===== src/verilog/ivfs_pkg.sv =====
`default_nettype none
package ivfs_pkg;
    // ****************************************************************
    // Command codes
    // ****************************************************************
    localparam logic [7:0] CMD_OV_FAULT_LIMIT  = 8'h55;
    localparam logic [7:0] CMD_OV_FAULT_ACTION = 8'h56;
    localparam logic [7:0] CMD_OV_WARN_LIMIT   = 8'h57;
    localparam logic [7:0] CMD_UV_WARN_LIMIT   = 8'h58;

    // ****************************************************************
    // Fault action byte layout
    // ****************************************************************
    localparam int         RESP_MSB           = 7;
    localparam int         RESP_LSB           = 6;
    localparam int         RETRY_MSB          = 5;
    localparam int         RETRY_LSB          = 3;
    localparam int         DELAY_MSB          = 2;
    localparam int         DELAY_LSB          = 0;
    localparam logic [1:0] RESP_DISABLE_RETRY = 2'h2;
    localparam logic [2:0] RETRY_NONE         = 3'h0;
    localparam logic [2:0] RETRY_FOREVER      = 3'h7;

    // ****************************************************************
    // Reset values
    // ****************************************************************
    localparam logic [15:0] RST_OV_FAULT_LIMIT  = 16'h0000;
    localparam logic [7:0]  RST_OV_FAULT_ACTION = 8'h80;
    localparam logic [15:0] RST_OV_WARN_LIMIT   = 16'h0000;
    localparam logic [15:0] RST_UV_WARN_LIMIT   = 16'h0000;

    // ****************************************************************
    // Timing
    // ****************************************************************
    localparam int unsigned CLOCK_HZ          = 25_000_000;
    localparam int unsigned RETRY_STEP_MS     = 35;
    localparam int unsigned RETRY_STEP_CYCLES = CLOCK_HZ / 1000 * RETRY_STEP_MS;

    // ****************************************************************
    // Types
    // ****************************************************************
    typedef enum logic [1:0] {
        ST_RUN,
        ST_HOLD_OFF,
        ST_LATCHED
    } ivfs_state_t;
endpackage
`default_nettype wire


===== src/verilog/ivfs_retry_timer.sv =====
`timescale 1ns/1ps
`default_nettype none
module ivfs_retry_timer #(
    parameter int unsigned TICK_CYCLES = ivfs_pkg::RETRY_STEP_CYCLES
) (
    input  wire logic       clock_i,
    input  wire logic       rstn_i,
    input  wire logic       start_i,
    input  wire logic [2:0] delay_sel_i,
    output logic            busy_o,
    output logic            done_o
);
    localparam int CW = $clog2(TICK_CYCLES + 1);

    logic [CW-1:0] div_q;
    logic [2:0]    step_q;
    logic [2:0]    sel_q;
    logic          run_q;
    logic          tick;
    logic [31:0]   elapsed_q;

    // ****************************************************************
    // Step divider
    // ****************************************************************
    // One step is one tick of the divider
    assign tick   = run_q && (div_q == CW'(TICK_CYCLES - 1));
    assign done_o = tick && (step_q == sel_q);
    assign busy_o = run_q;

    // Divider restarts with every start so steps stay whole
    always_ff @(posedge clock_i) begin
        if (!rstn_i || start_i || !run_q || tick) begin
            div_q <= '0;
        end else begin
            div_q <= div_q + CW'(1);
        end
    end

    // Step count and delay selection, latched at start
    always_ff @(posedge clock_i) begin
        if (!rstn_i) begin
            step_q <= 3'h0;
            sel_q  <= 3'h0;
        end else if (start_i) begin
            step_q <= 3'h0;
            sel_q  <= delay_sel_i;
        end else if (tick) begin
            step_q <= step_q + 3'h1;
        end
    end

    // Run flag
    always_ff @(posedge clock_i) begin
        if (!rstn_i) begin
            run_q <= 1'b0;
        end else if (start_i) begin
            run_q <= 1'b1;
        end else if (done_o) begin
            run_q <= 1'b0;
        end
    end

    // Helper count for the delay check only
    always_ff @(posedge clock_i) begin
        if (!rstn_i || start_i) begin
            elapsed_q <= 32'h0;
        end else if (run_q) begin
            elapsed_q <= elapsed_q + 32'h1;
        end
    end

    a_delay_length: assert property (@(posedge clock_i) disable iff (!rstn_i)
        done_o |-> elapsed_q == (32'(sel_q) + 32'h1) * 32'(TICK_CYCLES) - 32'h1)
        else $error("retry delay length wrong");
endmodule
`default_nettype wire


===== src/verilog/ivfs_supervisor.sv =====
// Behaviour
// Over-voltage fault limit, 16-bit read/write word at code 0x55.
// Fault action byte at 0x56 with response, retry count, retry delay fields.
// Response 10 turns output off at once on fault, then retries.
// Any fault sets the fault flag and pulls the alert line low.
// Retry count field sets number of restart attempts after shutdown.
// Retry count 000 means no restart; output stays off until cleared.
// Retry count 111 retries forever until disabled or reset.
// Delay between attempts is (field plus one) times 35 ms.
// Over-voltage warning limit, 16-bit read/write word at code 0x57.
// Under-voltage warning limit, 16-bit read/write word at code 0x58.
// Warnings set their flag and alert, output stays on.
`timescale 1ns/1ps
`default_nettype none
module ivfs_supervisor #(
    parameter int unsigned RETRY_STEP_CYCLES = ivfs_pkg::RETRY_STEP_CYCLES
) (
    input  wire logic        clock_i,
    input  wire logic        rstn_i,
    input  wire logic [7:0]  cmd_code_i,
    input  wire logic        wr_en_i,
    input  wire logic [15:0] wr_data_i,
    input  wire logic        rd_en_i,
    output logic [15:0]      rd_data_o,
    output logic             cmd_hit_o,
    input  wire logic        output_enable_i,
    input  wire logic        clear_faults_i,
    input  wire logic        vin_ov_fault_i,
    input  wire logic        vin_ov_warn_i,
    input  wire logic        vin_uv_warn_i,
    output logic [15:0]      ov_fault_limit_o,
    output logic [15:0]      ov_warn_limit_o,
    output logic [15:0]      uv_warn_limit_o,
    output logic             output_on_o,
    output logic             status_ov_fault_o,
    output logic             status_ov_warn_o,
    output logic             status_uv_warn_o,
    output logic             alert_line_n_o,
    output logic             alert_line_n_oe_o
);
    // ****************************************************************
    // Configuration registers
    // ****************************************************************
    logic [15:0] input_overvoltage_fault_limit_q;
    logic [7:0]  input_overvoltage_fault_action_q;
    logic [15:0] input_overvoltage_warning_limit_q;
    logic [15:0] input_undervoltage_warning_limit_q;
    logic [1:0]  resp_mode;
    logic [2:0]  retry_limit;
    logic [2:0]  retry_delay;

    assign resp_mode   = input_overvoltage_fault_action_q[ivfs_pkg::RESP_MSB:ivfs_pkg::RESP_LSB];
    assign retry_limit =
        input_overvoltage_fault_action_q[ivfs_pkg::RETRY_MSB:ivfs_pkg::RETRY_LSB];
    assign retry_delay =
        input_overvoltage_fault_action_q[ivfs_pkg::DELAY_MSB:ivfs_pkg::DELAY_LSB];

    // Word writes take all 16 bits, the action byte only the low byte
    always_ff @(posedge clock_i) begin
        if (!rstn_i) begin
            input_overvoltage_fault_limit_q    <= ivfs_pkg::RST_OV_FAULT_LIMIT;
            input_overvoltage_fault_action_q   <= ivfs_pkg::RST_OV_FAULT_ACTION;
            input_overvoltage_warning_limit_q  <= ivfs_pkg::RST_OV_WARN_LIMIT;
            input_undervoltage_warning_limit_q <= ivfs_pkg::RST_UV_WARN_LIMIT;
        end else if (wr_en_i) begin
            unique case (cmd_code_i)
                ivfs_pkg::CMD_OV_FAULT_LIMIT:  input_overvoltage_fault_limit_q <= wr_data_i;
                ivfs_pkg::CMD_OV_FAULT_ACTION: input_overvoltage_fault_action_q <= wr_data_i[7:0];
                ivfs_pkg::CMD_OV_WARN_LIMIT:   input_overvoltage_warning_limit_q <= wr_data_i;
                ivfs_pkg::CMD_UV_WARN_LIMIT:   input_undervoltage_warning_limit_q <= wr_data_i;
                default: ;
            endcase
        end
    end

    // Combinational hit so the bus engine can refuse unknown codes
    always_comb begin
        cmd_hit_o = (cmd_code_i == ivfs_pkg::CMD_OV_FAULT_LIMIT)  ||
                    (cmd_code_i == ivfs_pkg::CMD_OV_FAULT_ACTION) ||
                    (cmd_code_i == ivfs_pkg::CMD_OV_WARN_LIMIT)   ||
                    (cmd_code_i == ivfs_pkg::CMD_UV_WARN_LIMIT);
    end

    // Read data registered; unknown codes read as zero
    always_ff @(posedge clock_i) begin
        if (!rstn_i) begin
            rd_data_o <= 16'h0000;
        end else if (rd_en_i) begin
            unique case (cmd_code_i)
                ivfs_pkg::CMD_OV_FAULT_LIMIT:  rd_data_o <= input_overvoltage_fault_limit_q;
                ivfs_pkg::CMD_OV_FAULT_ACTION: rd_data_o <= {8'h00, input_overvoltage_fault_action_q};
                ivfs_pkg::CMD_OV_WARN_LIMIT:   rd_data_o <= input_overvoltage_warning_limit_q;
                ivfs_pkg::CMD_UV_WARN_LIMIT:   rd_data_o <= input_undervoltage_warning_limit_q;
                default:                       rd_data_o <= 16'h0000;
            endcase
        end
    end

    assign ov_fault_limit_o = input_overvoltage_fault_limit_q;
    assign ov_warn_limit_o  = input_overvoltage_warning_limit_q;
    assign uv_warn_limit_o  = input_undervoltage_warning_limit_q;

    // ****************************************************************
    // Fault response sequencer
    // ****************************************************************
    ivfs_pkg::ivfs_state_t state_q;
    ivfs_pkg::ivfs_state_t state_d;
    logic [2:0]            attempts_q;
    logic                  release_all;
    logic                  trip;
    logic                  timer_start;
    logic                  timer_done;
    logic                  retry_spent;

    // Disabling the output or clearing faults rearms the state, attempt count and retry timer
    assign release_all = clear_faults_i || !output_enable_i;
    assign trip        = (state_q == ivfs_pkg::ST_RUN) && vin_ov_fault_i && output_enable_i &&
                         (resp_mode == ivfs_pkg::RESP_DISABLE_RETRY);
    // Unlimited mode never runs out of attempts
    assign retry_spent = (retry_limit == ivfs_pkg::RETRY_NONE) ||
                         ((retry_limit != ivfs_pkg::RETRY_FOREVER) &&
                          (attempts_q >= retry_limit));
    assign timer_start = !release_all && trip && !retry_spent;

    always_comb begin
        state_d = state_q;
        if (release_all) begin
            state_d = ivfs_pkg::ST_RUN;
        end else begin
            unique case (state_q)
                ivfs_pkg::ST_RUN: begin
                    if (trip) begin
                        state_d = retry_spent ? ivfs_pkg::ST_LATCHED
                                              : ivfs_pkg::ST_HOLD_OFF;
                    end
                end
                ivfs_pkg::ST_HOLD_OFF: begin
                    if (timer_done) begin
                        state_d = ivfs_pkg::ST_RUN;
                    end
                end
                ivfs_pkg::ST_LATCHED: state_d = ivfs_pkg::ST_LATCHED;
                default:              state_d = ivfs_pkg::ST_RUN;
            endcase
        end
    end

    always_ff @(posedge clock_i) begin
        if (!rstn_i) begin
            state_q <= ivfs_pkg::ST_RUN;
        end else begin
            state_q <= state_d;
        end
    end

    // Attempts count restarts; saturates at 7 so forever mode cannot wrap
    always_ff @(posedge clock_i) begin
        if (!rstn_i || release_all) begin
            attempts_q <= 3'h0;
        end else if ((state_q == ivfs_pkg::ST_HOLD_OFF) && timer_done &&
                     (attempts_q != 3'h7)) begin
            attempts_q <= attempts_q + 3'h1;
        end
    end

    // Output drops in the cycle after the fault is seen
    always_ff @(posedge clock_i) begin
        if (!rstn_i) begin
            output_on_o <= 1'b0;
        end else begin
            output_on_o <= output_enable_i && (state_d == ivfs_pkg::ST_RUN);
        end
    end

    ivfs_retry_timer #(
        .TICK_CYCLES (RETRY_STEP_CYCLES)
    ) u_timer (
        .clock_i     (clock_i),
        .rstn_i      (rstn_i && !release_all),
        .start_i     (timer_start),
        .delay_sel_i (retry_delay),
        .busy_o      (),
        .done_o      (timer_done)
    );

    // ****************************************************************
    // Status flags and alert
    // ****************************************************************
    // Sticky flags; a new event beats a clear in the same cycle
    always_ff @(posedge clock_i) begin
        if (!rstn_i) begin
            status_ov_fault_o <= 1'b0;
            status_ov_warn_o  <= 1'b0;
            status_uv_warn_o  <= 1'b0;
        end else begin
            status_ov_fault_o <= vin_ov_fault_i || (status_ov_fault_o && !clear_faults_i);
            status_ov_warn_o  <= vin_ov_warn_i || (status_ov_warn_o && !clear_faults_i);
            status_uv_warn_o  <= vin_uv_warn_i || (status_uv_warn_o && !clear_faults_i);
        end
    end

    // Open drain: only ever pulls low, enable registered from the events and sticky flags, one cycle after the event
    assign alert_line_n_o = 1'b0;
    always_ff @(posedge clock_i) begin
        if (!rstn_i) begin
            alert_line_n_oe_o <= 1'b0;
        end else begin
            alert_line_n_oe_o <= vin_ov_fault_i || vin_ov_warn_i || vin_uv_warn_i ||
                ((status_ov_fault_o || status_ov_warn_o || status_uv_warn_o) &&
                 !clear_faults_i);
        end
    end

    // ****************************************************************
    // Checks
    // ****************************************************************
    a_fault_limit_rw: assert property (@(posedge clock_i) disable iff (!rstn_i)
        wr_en_i && cmd_code_i == ivfs_pkg::CMD_OV_FAULT_LIMIT
        |=> ov_fault_limit_o == $past(wr_data_i))
        else $error("fault limit write lost");
    a_action_rw: assert property (@(posedge clock_i) disable iff (!rstn_i)
        wr_en_i && cmd_code_i == ivfs_pkg::CMD_OV_FAULT_ACTION ##1 !wr_en_i ##1 rd_en_i &&
        cmd_code_i == ivfs_pkg::CMD_OV_FAULT_ACTION && !wr_en_i
        |=> rd_data_o == {8'h00, $past(wr_data_i[7:0], 3)})
        else $error("action byte readback wrong");
    a_fault_turns_off: assert property (@(posedge clock_i) disable iff (!rstn_i)
        trip && !release_all |=> !output_on_o && state_q != ivfs_pkg::ST_RUN)
        else $error("output not off after fault");
    a_fault_alerts: assert property (@(posedge clock_i) disable iff (!rstn_i)
        vin_ov_fault_i |=> status_ov_fault_o && alert_line_n_oe_o && !alert_line_n_o)
        else $error("fault did not flag or alert");
    a_retry_bound: assert property (@(posedge clock_i) disable iff (!rstn_i)
        retry_limit != ivfs_pkg::RETRY_FOREVER && $stable(retry_limit) &&
        state_q == ivfs_pkg::ST_HOLD_OFF |-> attempts_q < retry_limit)
        else $error("too many restart attempts");
    a_no_retry_hold: assert property (@(posedge clock_i) disable iff (!rstn_i)
        state_q == ivfs_pkg::ST_LATCHED && !release_all |=> !output_on_o &&
        state_q == ivfs_pkg::ST_LATCHED)
        else $error("latched output restarted");
    a_forever_retry: assert property (@(posedge clock_i) disable iff (!rstn_i)
        trip && !release_all && retry_limit == ivfs_pkg::RETRY_FOREVER
        |=> state_q == ivfs_pkg::ST_HOLD_OFF)
        else $error("unlimited retry stopped");
    a_restart_on_done: assert property (@(posedge clock_i) disable iff (!rstn_i)
        state_q == ivfs_pkg::ST_HOLD_OFF && timer_done && output_enable_i && !clear_faults_i
        |=> output_on_o)
        else $error("no restart after delay");
    a_ov_warn_rw: assert property (@(posedge clock_i) disable iff (!rstn_i)
        wr_en_i && cmd_code_i == ivfs_pkg::CMD_OV_WARN_LIMIT
        |=> ov_warn_limit_o == $past(wr_data_i))
        else $error("ov warning limit write lost");
    a_uv_warn_rw: assert property (@(posedge clock_i) disable iff (!rstn_i)
        wr_en_i && cmd_code_i == ivfs_pkg::CMD_UV_WARN_LIMIT
        |=> uv_warn_limit_o == $past(wr_data_i))
        else $error("uv warning limit write lost");
    a_warn_keeps_on: assert property (@(posedge clock_i) disable iff (!rstn_i)
        (vin_ov_warn_i || vin_uv_warn_i) && !vin_ov_fault_i && output_on_o &&
        state_q == ivfs_pkg::ST_RUN && output_enable_i
        |=> output_on_o && alert_line_n_oe_o)
        else $error("warning disturbed output or alert");
endmodule
`default_nettype wire

===== config.mk =====
export PLATFORM = sky130hd
export DESIGN_NAME = ivfs_supervisor
export DESIGN_NICKNAME = d
export VERILOG_FILES = /design/src/verilog/ivfs_pkg.sv /design/src/verilog/ivfs_retry_timer.sv /design/src/verilog/ivfs_supervisor.sv
export SDC_FILE = /design/constraint.sdc
export NUM_CORES = 1
export LEC_CHECK = 0
export ABC_AREA = 1
export BUFFER_PORTS_ARGS = -buffer_cell sky130_fd_sc_hd__buf_2
export CAP_MARGIN = 20
export CORE_UTILIZATION = 61
export CTS_BUF_LIST = sky130_fd_sc_hd__clkbuf_4 sky130_fd_sc_hd__clkbuf_8
export DETAILED_ROUTE_END_ITERATION = 8
export PLACE_DENSITY = 0.87
export SYNTH_ARGS = -nofsm -noshare
export SYNTH_HDL_FRONTEND = slang
export SYNTH_HIERARCHICAL = 1
export SYNTH_SLANG_ARGS = --single-unit

===== constraint.sdc =====
create_clock -name clock_i -period 5.2 [get_ports clock_i]
set_clock_uncertainty 0.1 [all_clocks]
set_input_delay 1.3 -clock clock_i [delete_from_list [all_inputs] [get_ports clock_i]]
set_output_delay 1.3 -clock clock_i [all_outputs]
set_load 0.005 [all_outputs]

* Word-level counts from Yosys, hierarchy flattened
Index checks and enable logic that the tools add are counted.
** Word-level totals
- Input port bits :: 33
- Register bits after elaboration :: 109
- Output and inout port bits :: 71
- Word-level logic and storage cells :: 89
** Cells by class
- $lt $le $gt $ge :: 1
- Reductions and logical operators :: 49
- Muxes and demuxes :: 8
- Bitwise operators :: 1
- Add/sub/neg operators :: 3
- Equality and inequality tests :: 11
** Operators by type and width (number)
- $pmux 16 s4 :: 1
- $eq 8x7->1 const B :: 4
- $add 20x1->20 const B :: 1
- $eq 20x20->1 const B :: 1
- $logic_or 1x1->1 :: 17
- $logic_and 1x1->1 :: 16
- $mux 2 :: 4
- $reduce_and 2->1 :: 4
- $logic_not 1->1 :: 7
- $add 3x1->3 const B :: 2
- $ne 3x3->1 const B :: 2
- $pmux 2 s3 :: 1
- $eq 2x2->1 const B :: 2
- $logic_not 2->1 :: 2
- $eq 3x3->1 :: 1
- $ge 3x3->1 :: 1
- $logic_not 3->1 :: 1
- $eq 2x1->1 const B :: 1
- $mux 1 :: 2
- $reduce_bool 2->1 :: 1
- $reduce_or 2->1 :: 1
- $not 1->1 :: 1

* Depth between registers and ports, before layout
- Depth after elaboration :: 9
- Gate-level depth with buffers :: 13
- Gate-level depth less buffers :: 13

* Modules after synthesis
Netlist, hierarchy kept.
** Modules (own cells, without submodules)
- ivfs_supervisor :: cells an instance 496, area an instance 3737.3 µm², times used 1
- ivfs_retry_timer :: cells an instance 211, area an instance 1431.4 µm², times used 1

* Least setup slack after synthesis
No wires, ideal clock.
- Kind :: input-to-output
- From :: input cmd_code_i[7]
- To :: output cmd_hit_o
- Stages :: 8
- Required time :: 3800 ps
- Setup slack :: 1733 ps
- Data arrival time :: 2067 ps
- Cell sequence :: inv_1 -> nand2_1 -> nor2_4 -> and2_4 -> buf_12 -> buf_8 -> nor2_1 -> nand2_1
** Between the ends
- Word-level cells in the longest chain between the ends :: 4
** Ends and longest elaborated chain
- from (decl) :: line ivfs_supervisor.sv:20 : input wire logic [7:0] cmd_code_i,
- $eq 8x7->1, on equally long branches :: line ivfs_supervisor.sv:78, ivfs_supervisor.sv:79
- $logic_or 1x1->1 :: line ivfs_supervisor.sv:78 : cmd_hit_o = (cmd_code_i == ivfs_pkg::CMD_OV_FAULT_LIMIT) ||
- $logic_or 1x1->1 :: line ivfs_supervisor.sv:79 : (cmd_code_i == ivfs_pkg::CMD_OV_FAULT_ACTION) ||
- $logic_or 1x1->1 * :: line ivfs_supervisor.sv:80 : (cmd_code_i == ivfs_pkg::CMD_OV_WARN_LIMIT) ||
- to (decl) :: line ivfs_supervisor.sv:25 : output logic cmd_hit_o,
Mark *: on every way between the ends. The rest lies on a longest branch, timed or not.

* Final worst setup path
Same ends and word-level chain as after synthesis.

==> flow_summary_export.csv <==
group,metric,value,unit
run_status,status,"completed",
place,post-place-ws,1.35,ns
die,initial_core_util,62.9,%
global_routing,grt-ovfl-total,0,
routing,vias,5124,
critical_path,critPathLaunchType,"primary input",
routing,dr.pass1.iters,5,
sta,finalCriticalPeriod,3.87,ns
synth,yosysTopAreaCell,"dfxtp_1",
clocking,clkSlewWorstSetupHoldPaths,0.12,ns
sta,relSlewSlack,31.5,%
power,max-vdd-ir-drop,0.142,mV
sta,worstMarginPinSlew,1.03,ns
sta,setup_tns,0,ns
power,p_leak,0.00245,uW
clocking,cts_setup_buffers,0,
clocking,cts_tree,"built",
clocking,htreeDepth,3,
power,cellPowerDensity,243,nW/um^2
die,die_w,94.1,um
synth,synth-seq-area-share,42.2,%
synth,ys_warn_count,6,
critical_path,crit_fanout,18,
die,core_region_area,8220,um^2
routing,wl_per_cell,14.7,um
routing,antenna_left,0,
sta,slew_violations,0,
clocking,ctsResizeCount,0,
synth,synth.distinct_cells,39,
die,die-area,8850,um^2
global_routing,grt_antenna_before_repair,0,
place,gp_congestion,0.927,
critical_path,r2r-start,"input_overvoltage_fault_action_q[5]",
critical_path,crit_end,"cmd_hit_o",
synth,synth.area.top_cells,"dfxtp_1 (42%), nand2_1 (11%), nand3_1 (10%)",
place,dp.cells,882,
place,io_buffers,102,
critical_path,cp_data_arrival_time,2.47,ns
critical_path,crit_cells,8,
clocking,cts_inserted_buffers,9,
die,die_y,94.1,um
critical_path,slowest_delay,0.37,ns
routing,vias_per_cell,5.70,
critical_path,reg2reg_to,"u_timer/div_q[14]",
global_routing,grt_pass1_vias,4583,
global_routing,grt_pass1_wl,21700,um
critical_path,cp_cell_sequence,"buf_2 > inv_1 > nand2_1 > nor2_4 > and2_4 > nor2_1 > nand2_1 > buf_2",
routing,drtIter0Drc,485,
synth,synth_top_area_share,42.2,%
synth,synth_seq_cells,109,
layout,final_cells,899,
clocking,holdBufCountCts,0,
critical_path,crit_start,"cmd_code_i[7]",
layout,nFillCells,684,
global_routing,grt_max_degree,56,
routing,drc,0,
clocking,clock-sinks,109,
synth,syn_avg_cell_area,7.31,um^2
critical_path,ff2ff_setup_slack,2.75,ns
min_path,hp-class,"register to register",
critical_path,crit_path_end_kind,"output port",
critical_path,slowest_stage,"and2_4",
sta,setup_violations,0,
critical_path,crit_buf_inv,3,
critical_path,critical-path-top-delay-family,"simple AND/OR/NAND/NOR gates",
critical_path,critical_path_class,"primary input to output port",
sta,grt_setup_unrepaired,"no",
critical_path,critPathRequiredTime,3.80,ns
layout,fin_nets,829,
flow_run,maxCapViolCount,0,
clocking,clkLatencyLatePin,0.37,ns
sta,worst_slack,1.33,ns
clocking,cts-root-buf,"clkbuf_8",
die,ios,104,
routing,routed_wl,13200,um
synth,syn_area,5170,um^2
layout,diodes,0,
sta,whs,0.372,ns
layout,drive_gt1_share,19.9,%
clocking,ctsLongestPathBuffers,2,
global_routing,globalRouteTotalUtil,31.2,%
synth,synthCells,707,
sta,post-route-period-util,74.5,%
sta,hold_violations,0,
synth,syn_nets,747,
critical_path,worstRegToRegCells,10,
sta,clock.fmax,258,MHz
die,rows,33,
place,hpwl,9530,um
min_path,worstHoldStart,"rd_data_o[11]",
layout,area_growth,12.1,%
-- synthesized netlist by cell type, drive strengths merged --
| library cell | count |
|---|---|
| nor3 | 6 |
| a21oi | 88 |
| nor2 | 75 |
| and3 | 1 |
| clkbuf | 8 |
| nand2 | 152 |
| conb | 1 |
| o21ai | 43 |
| or2 | 1 |
| clkinv | 1 |
| xor2 | 6 |
| nand3b | 2 |
| and2 | 3 |
| nand4 | 7 |
| ha | 7 |
| nand3 | 106 |
| inv | 59 |
| a31oi | 1 |
| dfxtp | 109 |
| xnor2 | 5 |
| buf | 26 |
-- per-stage QoR --
stage / power, uW / util, % / cell area [um^2]
final: 1410 / 70.5 / 5790
after global routing: 1460 / 70.5 / 5790
after floorplan: 900 / - / 5170
after global placement: 926 / 68.0 / 5590
after CTS: 1410 / 70.3 / 5780
after detailed placement: 928 / 68.0 / 5590
-- placed cells by master (no fill, tap or decap), types with 3 or more instances in the layout --
| cell type | count |
|---|---|
| nand4_1 | 6 |
| nand2_2 | 5 |
| clkbuf_8 | 9 |
| nand3_1 | 104 |
| xor2_1 | 6 |
| buf_2 | 102 |
| inv_1 | 57 |
| nor2_4 | 5 |
| nor2_2 | 3 |
| xnor2_1 | 5 |
| ha_1 | 7 |
| nand2_1 | 145 |
| a21oi_1 | 77 |
| nor2_1 | 66 |
| a21oi_2 | 11 |
| dfxtp_1 | 109 |
| nor3_1 | 4 |
| o21ai_0 | 29 |
| o21ai_1 | 14 |
-- state kept, by name, indices dropped and copies added (netlist names) --
name                              cells
u_timer/div_q                        20
ov_fault_limit_o                     16
ov_warn_limit_o                      16
rd_data_o                            16
uv_warn_limit_o                      16
input_overvoltage_fault_action_q      8
attempts_q                            3
u_timer/sel_q                         3
u_timer/step_q                        3
state_q                               2
alert_line_n_oe_o                     1
output_on_o                           1
status_ov_fault_o                     1
status_ov_warn_o                      1
status_uv_warn_o                      1
u_timer/busy_o                        1
-- worst reg2reg max path: stages (launching register included) --
cell     delay (ns)
dfxtp_1        0.40
inv_1          0.09
ha_1           0.30
nand2_1        0.05
o21ai_0        0.16
nand2_1        0.09
nand4_1        0.14
inv_1          0.10
nor2_1         0.28
nand3_2        0.41
a21oi_1        0.25
-- cells by family (layout without fill, tap and decap cells) --
logic type,after synthesis,count (layout),synth area share [%]
buffers and inverters,94,181,8.98
other,1,1,0.0726
AND/OR/NAND/NOR,353,353,31.6
flip-flops,109,109,42.2
AO/OA/AOI/OAI,132,132,13.6
adder cells (fa/ha/maj),7,7,1.69
XOR/XNOR,11,11,1.86
-- routing by layer --
layer | part of all wire [%] | global-route usage [%]
met1 | 43 | 43.1
met2 | 46 | 50.1
met3 | 8.9 | 4.45
met4 | 1.5 | 9.49
met5 | 0 | 0
-- worst min-delay path by stage --
stage / to / slack [ns] / depth (start not counted)
after floorplan: u_timer/div_q[0] / 0.34 / 1
after global placement: rd_data_o[15] / 0.35 / 2
after detailed placement: rd_data_o[11] / 0.35 / 2
after CTS: rd_data_o[15] / 0.37 / 2
after global routing: rd_data_o[4] / 0.39 / 2
final: rd_data_o[11] / 0.37 / 2
-- power by group --
group	switching [uW]	internal (uW)	total (uW)
logic	50.9	20.2	71.1
registers	1.81	838	840
clock network	313	186	499
-- cell type report --
| cell class | instances | area (um^2) | share of cell area [%] |
|---|---|---|---|
| Inverter | 60 | 226 | 3.91 |
| Multi-Input combinational cell | 504 | 2520 | 43.5 |
| Sequential cell | 109 | 2180 | 37.7 |
| Timing Repair Buffer | 105 | 541 | 9.33 |
| Clock buffer | 9 | 124 | 2.14 |
| Clock inverter | 7 | 67.6 | 1.17 |
| Tap cell | 105 | 131 | 2.27 |
Note: power is estimated with default switching activity, not from simulation.
